## src/include/sms_pkg.sv

```systemverilog
// sms_pkg: register map, field positions, states and carrier types of the serial port
// assumes: compiled before the serial port core
package sms_pkg;

  localparam int SMS_DW = 32;
  localparam int SMS_AW = 4;
  localparam int SMS_CW = 6;
  localparam int SMS_EW = 7;

  // register offsets
  localparam logic [3:0] SMS_OFF_CTRL  = 4'h0;
  localparam logic [3:0] SMS_OFF_FRAME = 4'h4;
  localparam logic [3:0] SMS_OFF_RX    = 4'h8;
  localparam logic [3:0] SMS_OFF_TX    = 4'hC;

  // control_status bit positions
  localparam int B_EN     = 0;
  localparam int B_MASTER = 1;
  localparam int B_CLOCK_IDLE_LEVEL   = 2;
  localparam int B_SAMPLE_EDGE_SEL   = 3;
  localparam int B_RXIRQ  = 4;
  localparam int B_TXIRQ  = 5;
  localparam int B_RXFULL = 16;
  localparam int B_TXFULL = 17;
  localparam int B_DLOST  = 18;
  localparam int B_BUSY   = 19;
  localparam int B_UNDER  = 20;
  localparam int B_OVER   = 21;
  localparam int B_RXUPD  = 22;

  // frame_config bit positions
  localparam int F_WLEN = 0;
  localparam int F_MODE = 16;
  localparam int F_LSB  = 18;
  localparam int F_CSPL = 19;
  localparam int F_EMU  = 20;

  // word length codes with irregular lengths
  localparam logic [4:0] WL_CODE_8  = 5'h00;
  localparam logic [4:0] WL_CODE_16 = 5'h01;
  localparam logic [4:0] WL_CODE_24 = 5'h02;
  localparam logic [5:0] WL_LEN_8   = 6'h08;
  localparam logic [5:0] WL_LEN_16  = 6'h10;
  localparam logic [5:0] WL_LEN_24  = 6'h18;
  localparam logic [5:0] SMS_ONE_C  = 6'h01;
  localparam logic [6:0] SMS_ONE_E  = 7'h01;
  localparam logic [6:0] SMS_FULL_W = 7'h20;

  // wire_mode_sel encodings
  localparam logic [1:0] MODE_4WIRE = 2'h0;
  localparam logic [1:0] MODE_3WIRE = 2'h1;

  localparam logic [31:0] SMS_RST_WORD = 32'h0000_0000;

  typedef struct packed {
    logic sck;
    logic mosi;
    logic miso;
    logic cs;
  } sms_pins_t;

  typedef struct packed {
    logic sample_edge_sel;
    logic clock_idle_level;
    logic master;
    logic en;
  } sms_ctrl_t;

  typedef struct packed {
    logic       emu;
    logic       cspol;
    logic       lsb;
    logic [1:0] mode;
    logic [4:0] wlen;
  } sms_frame_t;

  typedef enum logic [1:0] {ST_IDLE, ST_SETUP, ST_RUN, ST_HOLD} sms_mst_state_t;

endpackage

```

## src/logic/sms_core.sv

```systemverilog
// sms_core: full-duplex serial port, master or slave, with its register file
// assumes: register port on core_clk; serial pins asynchronous, bench resolves the wires
//
// Operation
// - master starts every frame; both data lines shift together on one clock
// - word length programmable from 4 to 32 bits
// - bit-order 0 sends MSB first, 1 sends LSB first
// - clock idle level sets master SCK rest level; slave decodes SCK edges against it
// - phase 1 samples on second edge, 0 on first; outputs change opposite
// - master SCK runs at half the core clock
// - master drives select at its programmed active level; 3-wire master leaves select undriven
// - slave selected while its select input is at programmed level; 3-wire slave selected while emu bit is 0
// - 4-wire master drives select to its active level on transmit write, returns it to the inactive level after frame
// - extra SCK edges within a selected frame set the over-length flag
// - writing 0 clears over-length and under-length flags
// - slave deselected early sets under-length; partial word still received
// - master busy rises at start, clears when frame ends or stops
// - slave busy is high while selected
// - transmit flag set when holding register moves into shifter
// - receive flag set when shifter moves into receive register
// - receive-update flag marks the receive register being updated
// - registers at 0x00, 0x04, 0x08, 0x0C
// - new word into a full receive register sets data-lost; read clears
// - receive-full flag set on new word, cleared by read
// - mode field selects 4-wire, 3-wire or TI mode; TI runs with the 4-wire framing
// - MSB-first words left-justified, LSB-first right-justified
//
// Our own choice: the plain strobed port.
`timescale 1ns/1ps

module sms_core
  import sms_pkg::*;
#(
  parameter int ADDR_W = SMS_AW
) (
  // clock and reset
  input  wire logic              core_clk,
  input  wire logic              rst_n,
  // register port
  input  wire logic [ADDR_W-1:0] reg_addr,
  input  wire logic [SMS_DW-1:0] reg_wdata,
  input  wire logic              reg_wr,
  input  wire logic              reg_rd,
  output logic      [SMS_DW-1:0] reg_rdata,
  // serial pins
  input  wire sms_pins_t         pin_in,
  output sms_pins_t              pin_out,
  output sms_pins_t              pin_oe
);

  if (ADDR_W < SMS_AW) begin : g_chk
    $error("ADDR_W too small for the register map");
  end

  sms_ctrl_t         ctrl_q;
  sms_frame_t        frame_q;
  sms_mst_state_t    st_q;
  sms_pins_t         s1_q;
  sms_pins_t         s2_q;
  logic              sck_s3_q;
  logic              sel_q;
  logic              sck_q;
  logic              cs_q;
  logic [SMS_EW-1:0] edge_cnt_q;
  logic [SMS_CW-1:0] bit_cnt_q;
  logic [SMS_DW-1:0] tx_holding_reg_q;
  logic [SMS_DW-1:0] rx_holding_reg_q;
  logic [SMS_DW-1:0] tx_sh_q;
  logic [SMS_DW-1:0] rx_sh_q;
  logic              tx_full_q;
  logic              rx_full_q;
  logic              lost_q;
  logic              over_q;
  logic              under_q;
  logic              tx_irq_q;
  logic              rx_irq_q;
  logic              rx_upd_q;

  function automatic logic [SMS_CW-1:0] word_len(input logic [4:0] code);
    case (code)
      WL_CODE_8:  word_len = WL_LEN_8;
      WL_CODE_16: word_len = WL_LEN_16;
      WL_CODE_24: word_len = WL_LEN_24;
      default:    word_len = {1'b0, code} + SMS_ONE_C;
    endcase
  endfunction

  function automatic logic [SMS_DW-1:0] shift_in(input logic [SMS_DW-1:0] v,
                                                 input logic b, input logic lsb);
    shift_in = lsb ? {b, v[SMS_DW-1:1]} : {v[SMS_DW-2:0], b};
  endfunction

  // left-justify for MSB first, right-justify for LSB first
  function automatic logic [SMS_DW-1:0] justify(input logic [SMS_DW-1:0] v,
                                                input logic [SMS_CW-1:0] n, input logic lsb);
    logic [SMS_EW-1:0] gap;
    gap = SMS_FULL_W - {1'b0, n};
    justify = lsb ? (v >> gap) : (v << gap);
  endfunction

  // register decode
  logic [3:0] a;
  logic       hit;
  assign a   = reg_addr[SMS_AW-1:0];
  assign hit = (reg_addr >> SMS_AW) == '0;

  logic wr_ctrl;
  logic wr_frame;
  logic wr_tx;
  logic rd_rx;
  assign wr_ctrl  = reg_wr & hit & (a == SMS_OFF_CTRL);
  assign wr_frame = reg_wr & hit & (a == SMS_OFF_FRAME);
  assign wr_tx    = reg_wr & hit & (a == SMS_OFF_TX);
  assign rd_rx    = reg_rd & hit & (a == SMS_OFF_RX);

  // mode and selection
  logic [SMS_CW-1:0] wlen;
  logic              is_mst;
  logic              is_slv;
  logic              three_w;
  logic              sel_now;
  assign wlen    = word_len(frame_q.wlen);
  assign is_mst  = ctrl_q.en & ctrl_q.master;
  assign is_slv  = ctrl_q.en & ~ctrl_q.master;
  // TI mode is run with the 4-wire framing
  assign three_w = frame_q.mode == MODE_3WIRE;
  assign sel_now = is_slv & (three_w ? ~frame_q.emu : s2_q.cs == frame_q.cspol);

  // pin synchronisers; the first stage feeds only the second
  always_ff @(posedge core_clk or negedge rst_n) begin
    if (!rst_n) begin
      s1_q     <= '0;
      s2_q     <= '0;
      sck_s3_q <= 1'b0;
      sel_q    <= 1'b0;
    end else begin
      s1_q     <= pin_in;
      s2_q     <= s1_q;
      sck_s3_q <= s2_q.sck;
      sel_q    <= sel_now;
    end
  end

  // edge classification for both roles
  logic edge_ev;
  logic lead_ev;
  logic in_bit;
  logic smp_ev;
  logic shf_ev;
  always_comb begin
    if (is_mst) begin
      edge_ev = st_q == ST_RUN;
      lead_ev = sck_q == ctrl_q.clock_idle_level;
      in_bit  = s2_q.miso;
    end else begin
      edge_ev = sel_q & sel_now & (s2_q.sck != sck_s3_q);
      lead_ev = s2_q.sck != ctrl_q.clock_idle_level;
      in_bit  = s2_q.mosi;
    end
    smp_ev = edge_ev & (lead_ev ^ ctrl_q.sample_edge_sel);
    // phase 1: first edge only presents the first bit, no shift
    shf_ev = edge_ev & ~(lead_ev ^ ctrl_q.sample_edge_sel) & (bit_cnt_q != '0);
  end

  logic [1:0]        m_smp_q;
  logic [1:0]        m_hold_q;
  logic              rx_ev;
  logic              m_start;
  logic              s_start;
  logic              start;
  logic              s_word;
  logic              s_short;
  logic              m_done;
  logic              rx_load;
  logic              ov_set;
  logic [SMS_DW-1:0] rx_next;
  logic [SMS_DW-1:0] rx_src;
  logic [SMS_EW-1:0] last_edge;
  assign m_start   = is_mst & (st_q == ST_IDLE) & tx_full_q;
  assign s_start   = sel_now & ~sel_q;
  assign start     = m_start | s_start;
  assign rx_next   = shift_in(rx_sh_q, in_bit, frame_q.lsb);
  assign s_word    = ~is_mst & smp_ev & (bit_cnt_q == wlen - SMS_ONE_C);
  assign s_short   = sel_q & ~sel_now & (bit_cnt_q != '0) & (bit_cnt_q < wlen);
  assign m_done    = is_mst & m_hold_q[1];
  assign rx_ev     = is_mst ? m_smp_q[1] : smp_ev;
  assign rx_load   = m_done | s_word | s_short;
  assign ov_set    = smp_ev & (bit_cnt_q >= wlen);
  assign last_edge = {wlen, 1'b0} - SMS_ONE_E;
  assign rx_src    = s_word ? justify(rx_next, wlen, frame_q.lsb)
                            : justify(rx_sh_q, bit_cnt_q, frame_q.lsb);

  // master frame sequencer
  always_ff @(posedge core_clk or negedge rst_n) begin
    if (!rst_n) begin
      st_q <= ST_IDLE;
    end else if (!is_mst) begin
      st_q <= ST_IDLE;
    end else begin
      case (st_q)
        ST_IDLE:  st_q <= m_start ? ST_SETUP : ST_IDLE;
        ST_SETUP: st_q <= ST_RUN;
        ST_RUN:   st_q <= (edge_cnt_q == last_edge) ? ST_HOLD : ST_RUN;
        ST_HOLD:  st_q <= ST_IDLE;
        default:  st_q <= ST_IDLE;
      endcase
    end
  end

  // master input lags its pin by the two sync flops; sample and load late to match
  always_ff @(posedge core_clk or negedge rst_n) begin
    if (!rst_n) begin
      m_smp_q  <= '0;
      m_hold_q <= '0;
    end else begin
      m_smp_q  <= {m_smp_q[0], is_mst & smp_ev};
      m_hold_q <= {m_hold_q[0], st_q == ST_HOLD};
    end
  end

  // serial clock: one toggle per core clock, idle level otherwise
  always_ff @(posedge core_clk or negedge rst_n) begin
    if (!rst_n) begin
      sck_q      <= 1'b0;
      edge_cnt_q <= '0;
    end else begin
      if (st_q == ST_RUN) begin
        sck_q <= ~sck_q;
      end else begin
        sck_q <= ctrl_q.clock_idle_level;
      end
      if (m_start) begin
        edge_cnt_q <= '0;
      end else if (st_q == ST_RUN) begin
        edge_cnt_q <= edge_cnt_q + SMS_ONE_E;
      end
    end
  end

  // select output held active from start until the hold cycle ends
  always_ff @(posedge core_clk or negedge rst_n) begin
    if (!rst_n) begin
      cs_q <= 1'b1;
    end else if (m_start || st_q == ST_SETUP || st_q == ST_RUN) begin
      cs_q <= frame_q.cspol;
    end else begin
      cs_q <= ~frame_q.cspol;
    end
  end

  // shifters and bit counter
  always_ff @(posedge core_clk or negedge rst_n) begin
    if (!rst_n) begin
      tx_sh_q   <= SMS_RST_WORD;
      rx_sh_q   <= SMS_RST_WORD;
      bit_cnt_q <= '0;
    end else begin
      if (start) begin
        tx_sh_q <= tx_holding_reg_q;
      end else if (shf_ev) begin
        tx_sh_q <= frame_q.lsb ? (tx_sh_q >> 1) : (tx_sh_q << 1);
      end
      if (start) begin
        rx_sh_q <= SMS_RST_WORD;
      end else if (rx_ev) begin
        rx_sh_q <= rx_next;
      end
      if (start) begin
        bit_cnt_q <= '0;
      end else if (smp_ev && ~&bit_cnt_q) begin
        bit_cnt_q <= bit_cnt_q + SMS_ONE_C;
      end
    end
  end

  logic tx_bit;
  assign tx_bit = frame_q.lsb ? tx_sh_q[0] : tx_sh_q[SMS_DW-1];

  always_comb begin
    pin_out.sck  = sck_q;
    pin_out.cs   = cs_q;
    pin_out.mosi = tx_bit;
    pin_out.miso = tx_bit;
    pin_oe.sck   = is_mst;
    pin_oe.mosi  = is_mst;
    pin_oe.cs    = is_mst & ~three_w;
    pin_oe.miso  = sel_q;
  end

  // configuration and transmit holding register
  always_ff @(posedge core_clk or negedge rst_n) begin
    if (!rst_n) begin
      ctrl_q           <= '0;
      frame_q          <= '0;
      tx_holding_reg_q <= SMS_RST_WORD;
    end else begin
      if (wr_ctrl) begin
        ctrl_q.en     <= reg_wdata[B_EN];
        ctrl_q.master <= reg_wdata[B_MASTER];
        ctrl_q.clock_idle_level   <= reg_wdata[B_CLOCK_IDLE_LEVEL];
        ctrl_q.sample_edge_sel   <= reg_wdata[B_SAMPLE_EDGE_SEL];
      end
      if (wr_frame) begin
        frame_q.wlen  <= reg_wdata[F_WLEN +: 5];
        frame_q.mode  <= reg_wdata[F_MODE +: 2];
        frame_q.lsb   <= reg_wdata[F_LSB];
        frame_q.cspol <= reg_wdata[F_CSPL];
        frame_q.emu   <= reg_wdata[F_EMU];
      end
      if (wr_tx) begin
        tx_holding_reg_q <= reg_wdata;
      end
    end
  end

  // receive holding register
  always_ff @(posedge core_clk or negedge rst_n) begin
    if (!rst_n) begin
      rx_holding_reg_q <= SMS_RST_WORD;
      rx_upd_q         <= 1'b0;
    end else begin
      if (rx_load) begin
        rx_holding_reg_q <= rx_src;
      end
      rx_upd_q <= rx_load;
    end
  end

  // status flags; a hardware set wins over a clear in the same cycle
  always_ff @(posedge core_clk or negedge rst_n) begin
    if (!rst_n) begin
      tx_full_q <= 1'b0;
      rx_full_q <= 1'b0;
      lost_q    <= 1'b0;
      over_q    <= 1'b0;
      under_q   <= 1'b0;
      tx_irq_q  <= 1'b0;
      rx_irq_q  <= 1'b0;
    end else begin
      if (wr_tx) begin
        tx_full_q <= 1'b1;
      end else if (start) begin
        tx_full_q <= 1'b0;
      end
      if (rx_load) begin
        rx_full_q <= 1'b1;
      end else if (rd_rx) begin
        rx_full_q <= 1'b0;
      end
      if (rx_load && rx_full_q) begin
        lost_q <= 1'b1;
      end else if (rd_rx) begin
        lost_q <= 1'b0;
      end
      if (ov_set) begin
        over_q <= 1'b1;
      end else if (wr_ctrl && !reg_wdata[B_OVER]) begin
        over_q <= 1'b0;
      end
      if (s_short) begin
        under_q <= 1'b1;
      end else if (wr_ctrl && !reg_wdata[B_UNDER]) begin
        under_q <= 1'b0;
      end
      if (start) begin
        tx_irq_q <= 1'b1;
      end else if (wr_ctrl && !reg_wdata[B_TXIRQ]) begin
        tx_irq_q <= 1'b0;
      end
      if (rx_load) begin
        rx_irq_q <= 1'b1;
      end else if (wr_ctrl && !reg_wdata[B_RXIRQ]) begin
        rx_irq_q <= 1'b0;
      end
    end
  end

  logic busy;
  assign busy = is_mst ? (st_q != ST_IDLE) : sel_q;

  // read path: data valid only in the cycle after the strobe
  logic [SMS_DW-1:0] rd_mux;
  always_comb begin
    rd_mux = '0;
    case (a)
      SMS_OFF_CTRL: begin
        rd_mux[B_EN]     = ctrl_q.en;
        rd_mux[B_MASTER] = ctrl_q.master;
        rd_mux[B_CLOCK_IDLE_LEVEL]   = ctrl_q.clock_idle_level;
        rd_mux[B_SAMPLE_EDGE_SEL]   = ctrl_q.sample_edge_sel;
        rd_mux[B_RXIRQ]  = rx_irq_q;
        rd_mux[B_TXIRQ]  = tx_irq_q;
        rd_mux[B_RXFULL] = rx_full_q;
        rd_mux[B_TXFULL] = tx_full_q;
        rd_mux[B_DLOST]  = lost_q;
        rd_mux[B_BUSY]   = busy;
        rd_mux[B_UNDER]  = under_q;
        rd_mux[B_OVER]   = over_q;
        rd_mux[B_RXUPD]  = rx_upd_q;
      end
      SMS_OFF_FRAME: begin
        rd_mux[F_WLEN +: 5] = frame_q.wlen;
        rd_mux[F_MODE +: 2] = frame_q.mode;
        rd_mux[F_LSB]       = frame_q.lsb;
        rd_mux[F_CSPL]      = frame_q.cspol;
        rd_mux[F_EMU]       = frame_q.emu;
      end
      SMS_OFF_RX: rd_mux = rx_holding_reg_q;
      SMS_OFF_TX: rd_mux = tx_holding_reg_q;
      default:    rd_mux = '0;
    endcase
    if (!hit) begin
      rd_mux = '0;
    end
  end

  always_ff @(posedge core_clk or negedge rst_n) begin
    if (!rst_n) begin
      reg_rdata <= SMS_RST_WORD;
    end else begin
      reg_rdata <= reg_rd ? rd_mux : SMS_RST_WORD;
    end
  end
endmodule

```

## config.mk

```make
export PLATFORM = sky130hd
export DESIGN_NAME = sms_core
export DESIGN_NICKNAME = d
export VERILOG_FILES = /design/src/include/sms_pkg.sv /design/src/logic/sms_core.sv
export SDC_FILE = /design/constraint.sdc
export NUM_CORES = 1
export LEC_CHECK = 0
export ABC_AREA = 1
export ABC_CLOCK_PERIOD_IN_PS = 4500
export BUFFER_PORTS_ARGS = -buffer_cell sky130_fd_sc_hd__buf_2
export CAP_MARGIN = 5
export CORE_MARGIN = 4
export CORE_UTILIZATION = 55
export DETAILED_ROUTE_END_ITERATION = 8
export PLACE_DENSITY = 0.73
export SYNTH_ARGS = -nofsm -noshare
export SYNTH_HDL_FRONTEND = slang
export SYNTH_SLANG_ARGS = --single-unit
```

## constraint.sdc

```tcl
create_clock -name core_clk -period 4.5 [get_ports core_clk]
set_input_delay 0.225 -clock core_clk [delete_from_list [all_inputs] [get_ports core_clk]]
set_output_delay 0.225 -clock core_clk [all_outputs]
set_load 0.05 [all_outputs]
```

# Word-level counts from Yosys, hierarchy flattened
# Index checks and enable logic that the tools add are counted.
[totals] input_bits=44 reg_bits=213 output_inout_bits=40 latch_bits=0 rom_bits=0 ram_bits=0 word_cells=181 memories=0
[op_classes] mux=47 n_div=0 eq_ne=15 addsub=7 bitwise=37 n_reduce_logical=30 n_mul=0 n_lt_le_gt_ge=2 shifts=4
[ops] operator="two-way mux 32 bit" count=10
[ops] operator="left shift 32 x 7 -> 32 bit" count=2
[ops] operator=">> shifter 32 x 7 -> 32 bit" count=2
[ops] operator="case mux 5 bit (4 select lines)" count=2
[ops] operator="AND 1 bit" count=24
[ops] operator="two-way mux 1 bit" count=24
[ops] operator="nonzero test 2 bit" count=12
[ops] operator="case mux 10 bit (2 select lines)" count=1
[ops] operator="case mux 6 bit (3 select lines)" count=1
[ops] operator="case mux 9 bit (2 select lines)" count=1
[ops] operator="two-way mux 7 bit" count=2
[ops] operator="subtractor 6 x 6 -> 7 bit, first input constant" count=2
[ops] operator="two-way mux 6 bit" count=2
[ops] operator="inverter 1 bit" count=9
[ops] operator="equality test 4 bit, second input constant" count=2
[ops] operator="case mux 2 bit (4 select lines)" count=1
[ops] operator="adder 7 x 1 -> 7 bit, second input constant" count=1
[ops] operator="equality test 7 bit" count=1
[ops] operator="subtractor 7 x 1 -> 7 bit, second input constant" count=1
[ops] operator="adder 5 x 1 -> 6 bit, second input constant" count=1
[ops] operator="adder 6 x 1 -> 6 bit, second input constant" count=1
[ops] operator="equality test 6 bit" count=1
[ops] operator=">= comparator 6 bit" count=1
[ops] operator="logical AND 1 bit" count=6
[ops] operator="other kinds (21)" count=32

# Longest topological paths before layout
[depth] word_depth=13 ltp_mapped=26

# Worst setup path after synthesis
# No wires, ideal clock.
[synth_path] path_kind="register to register" start="register frame_q[0] (netlist name)" end="register rx_holding_reg_q[14]" setup_time_ps=77 arrival_ps=3091 path_stages_with_launch=19 required_ps=4423 path_slack_ps=1332 path_cell_list="dfrtp_1 > inv_1 > ha_1 > inv_1 > nand3_1 > nand3_4 > nand2_2 > buf_4 > buf_2 > ha_1 > inv_1 > clkbuf_1 > clkbuf_1 > nand3_1 > nor3_1 > nand2_1 > a21oi_1 > nand3_1 > a21oi_1"
[synth_via] elab_chain_len=7
[synth_rtl] item="start: declaration" line_no="sms_core.sv:56" rtl="sms_frame_t frame_q;"
[synth_rtl] item="adder 5 x 1 -> 6 bit, or another cell as far along" line_no="sms_core.sv:84" rtl="default: word_len = {1'b0, code} + SMS_ONE_C;"
[synth_rtl] item="case mux 6 bit (3 select lines) *" line_no="sms_core.sv:80" rtl="case (code)"
[synth_rtl] item="branches (longest 5 deep; another with subtractor 6 x 6 -> 7 bit)"
[synth_rtl] item="end signal: assignment" line_no="sms_core.sv:323" rtl="rx_holding_reg_q <= rx_src;"
[synth_rtl] item="end: declaration" line_no="sms_core.sv:67" rtl="logic [SMS_DW-1:0] rx_holding_reg_q;"
# Mark *: on every way between the ends.
# A chain may end at the register's enable or synchronous reset.

# Final worst setup path
[layout_path] start="register frame_q[0] (netlist name)" end="register rx_holding_reg_q[10]"
# The elaborated chain is that of the path after synthesis.

==> results.json <==
{
  "area_growth_pct": 8.84,
  "hpwl_mm": 46.4,
  "hp-class": "primary input to register",
  "status": "complete, no violations",
  "ys_seq_area_share_pct": 31.0,
  "end_kind": "register",
  "cts_sinks": 213,
  "syn_area_um2": 17200,
  "finalSetupViolations": 0,
  "htreeDepth": 1,
  "antenna_found_initial": 1,
  "drv_cap": 0,
  "postLayoutCellArea_um2": 18700,
  "grt_setup_unrepaired": "no",
  "layout-drive-gt1-share_pct": 7.56,
  "avgViaCountPerCell": 6.30,
  "wl_per_cell_um": 20.5,
  "worstMarginPinSlew_ps": 1130,
  "startpoint_type": "register",
  "p_leak_nw": 8.83,
  "start_util_pct": 56.0,
  "cts_resized": 0,
  "slowest_delay_ps": 440,
  "die_y_um": 185,
  "synth_nets": 2835,
  "cts_made_buffers": 25,
  "core_um2": 30700,
  "drtAntennaViolNets": 0,
  "clk_latency_ps": 530,
  "portBuffers": 83,
  "ys_ff_latch": 213,
  "grt_use_total_pct": 37.0,
  "synthTopCellsByArea": "dfrtp_1, nand2_1, nand3_1",
  "min_period_over_period_pct": 86.8,
  "worst_ir_drop_vdd_mv": 0.632,
  "cp_data_required_time_ps": 4960,
  "slew_headroom_pct": 24.2,
  "avgSynthCellArea_um2": 6.21,
  "synth_edf_count": 0,
  "overflow": 0,
  "synth.distinct_cells": 51,
  "clock_path_buffers": 3,
  "crit_type": "register to register",
  "cts_tree": "built",
  "fin_util_pct": 61.0,
  "clock_skew_ps": 13.6,
  "cp_max_fo": 43,
  "rows": 64,
  "worst_path_most_repeated_cell": "nor2_1",
  "power_density_nw_per_um2": 590,
  "fin_crit_ps": 3910,
  "dieArea_um2": 34200,
  "via_count": 19900,
  "clock.fmax_ghz": 0.256,
  "yosys.area.top_type": "dfrtp_1",
  "io-pin-count": 84,
  "firstDrtPassIters": 6,
  "root_buffer": "clkbuf_16",
  "synthesis.instances": 2773,
  "ys.flop_type": "dfrtp_1",
  "cts.clk_slew.worst_paths_ps": 60,
  "wirelength_mm": 64.7,
  "final_nets": 2811,
  "setup_tns_ps": 0,
  "grt_pass1_wl_mm": 101,
  "finalHoldViolations": 0,
  "postSynth.asyncResetShare_pct": 100,
  "worstPathArrival_ps": 4360,
  "grt_max_degree": 120,
  "drt_iter0_drc": 2565,
  "gp_congestion": 1.05,
  "die_x_um": 185,
  "place_area_um2": 17600,
  "grt_pass1_vias": 18400,
  "slew_violations": 0,
  "slowest_stage": "buf_4",
  "drc": 0,
  "path_cells": "inv_1, ha_1, inv_1, nand3_1, nand3_4, nand2_2, buf_4, inv_2, ha_1, nor2_1, nand4_1, nor3_2, nand4_4, clkinv_2, nand2_1, nor2_1, nor2_1, nor2_1",
  "yosys_warnings": 0,
  "yosys.area.top_type_share_pct": 30.8
}
-- cell usage after synthesis, types with 8 or more instances --
master      n
a32o_1     19
a31oi_1    14
nand2_1   858
a221oi_1    8
nand3_1   601
a21oi_1    76
buf_4      15
o211ai_1   51
ha_1       18
nand4_1    45
inv_1     166
clkbuf_1  113
o21ai_0   215
nor3_1     13
buf_2      29
buf_1      40
nor2_1    196
o21ai_1     9
dfrtp_1   212
-- layout make-up --
| class | instances | area, um2 |
|---|---|---|
| antenna | 1 | 2.50 |
| inverter | 177 | 673 |
| timing repair buffer | 153 | 1070 |
| clock inverter | 9 | 110 |
| tap | 396 | 495 |
| multi-input combinational | 2179 | 10400 |
| fill | 3025 | 12000 |
| clock buffer | 35 | 703 |
| sequential | 213 | 5340 |
-- cell usage in the layout (no fill, tap or decap), types with 4 or more instances in the layout --
master         count
buf_2             82
nand3_1          601
a221oi_1           8
ha_1              16
nand4_1           45
nand2_1          853
inv_1            165
o211ai_1          51
clkinv_2           4
clkbuf_16         25
buf_4             34
a21oi_1           76
nand2_2           10
o21ai_0          215
o21ai_1            8
xnor2_1            4
a32o_1            19
dlygate4sd3_1     33
clkbuf_8           4
nor2_1           196
o22ai_1            4
dfrtp_1          211
nor2_4             4
inv_2              7
clkbuf_1           6
xor2_1             5
nor3_1            12
a31oi_1           14
-- state kept, by name, indices dropped and copies added (netlist names), 2 cells and up --
| name | cells |
|---|---|
| reg_rdata | 32 |
| rx_holding_reg_q | 32 |
| rx_sh_q | 32 |
| tx_holding_reg_q | 32 |
| tx_sh_q | 32 |
| frame_q | 10 |
| edge_cnt_q | 7 |
| bit_cnt_q | 6 |
| ctrl_q | 4 |
| s1_q | 4 |
| s2_q | 4 |
| m_hold_q | 2 |
| m_smp_q | 2 |
| st_q | 2 |
-- worst max-delay path, delay by kind of cell, from the launching register on --
| family | cells | cell delay [ps] |
|---|---|---|
| and+or+nand+nor | 11 | 1830 |
| buffers and inverters | 5 | 1060 |
| adders and majority gates | 2 | 500 |
| DFF | 1 | 430 |
-- report_power, final --
group	total (W)	switching, W	leakage, nW	internal, W
sequential	0.00258	0.000328	2.76	0.00226
combinational	0.00646	0.00465	5.66	0.00181
clock	0.00202	0.000818	0.402	0.00121
total	0.0111	0.00580	8.83	0.00527
-- final timing paths --
path | from | end | slack (ps) | cells after the start
worst min register to register | s1_q[2] | s2_q[2] | 350 | 0
worst max register to register | frame_q[0] | rx_holding_reg_q[10] | 590 | 18
worst min-delay path | reg_wdata[1] | ctrl_q[1] | 30 | 3
max in group asynchronous | rst_n | frame_q[7] | 3020 | 3
min in group asynchronous | rst_n | rx_holding_reg_q[25] | 390 | 2
worst max-delay path | frame_q[0] | rx_holding_reg_q[10] | 590 | 18
-- what timing repair did --
item                                   in CTS  in global routing
buffers inserted                            0                  0
setup endpoints to repair                   0                  0
endpoints found under the hold margin     156                  0
hold buffers                               33                  0
-- logic make-up (layout without fill, tap and decap cells) --
logic type | count (synthesis) | in the layout | share of synthesized area (%)
AND/OR/NAND/NOR | 1738 | 1738 | 43.8
AO/OA/AOI/OAI | 407 | 407 | 13.7
buffers and inverters | 381 | 374 | 9.20
flip-flops | 213 | 213 | 31.0
adder cells (fa/ha/maj) | 18 | 18 | 1.31
XOR/XNOR | 13 | 13 | 0.901
multiplexers | 3 | 3 | 0.196
other | 0 | 1 | 0
-- metrics by stage --
step           hold WS [ps]  worst slack [ps]  power, W  std cells
6_report               25.0               594    0.0111       3163
5_1_grt                57.1               376    0.0119       3162
4_1_cts                16.2               702    0.0109       3162
3_5_place_dp            335               731   0.00879       3085
3_3_place_gp            333               875   0.00874       3085
2_1_floorplan         -70.6              1330   0.00713       2773
-- metal layers --
| layer | track usage (%) | vias to the layer above | wire length [um] |
|---|---|---|---|
| li1 | - | 9238 | - |
| met1 | 52.6 | 9355 | 27000 |
| met2 | 55.6 | 1168 | 27800 |
| met3 | 8.90 | 153 | 7370 |
| met4 | 12.6 | 2 | 2490 |
| met5 | 0 | - | 13 |
(Power assumes the default switching activity.)
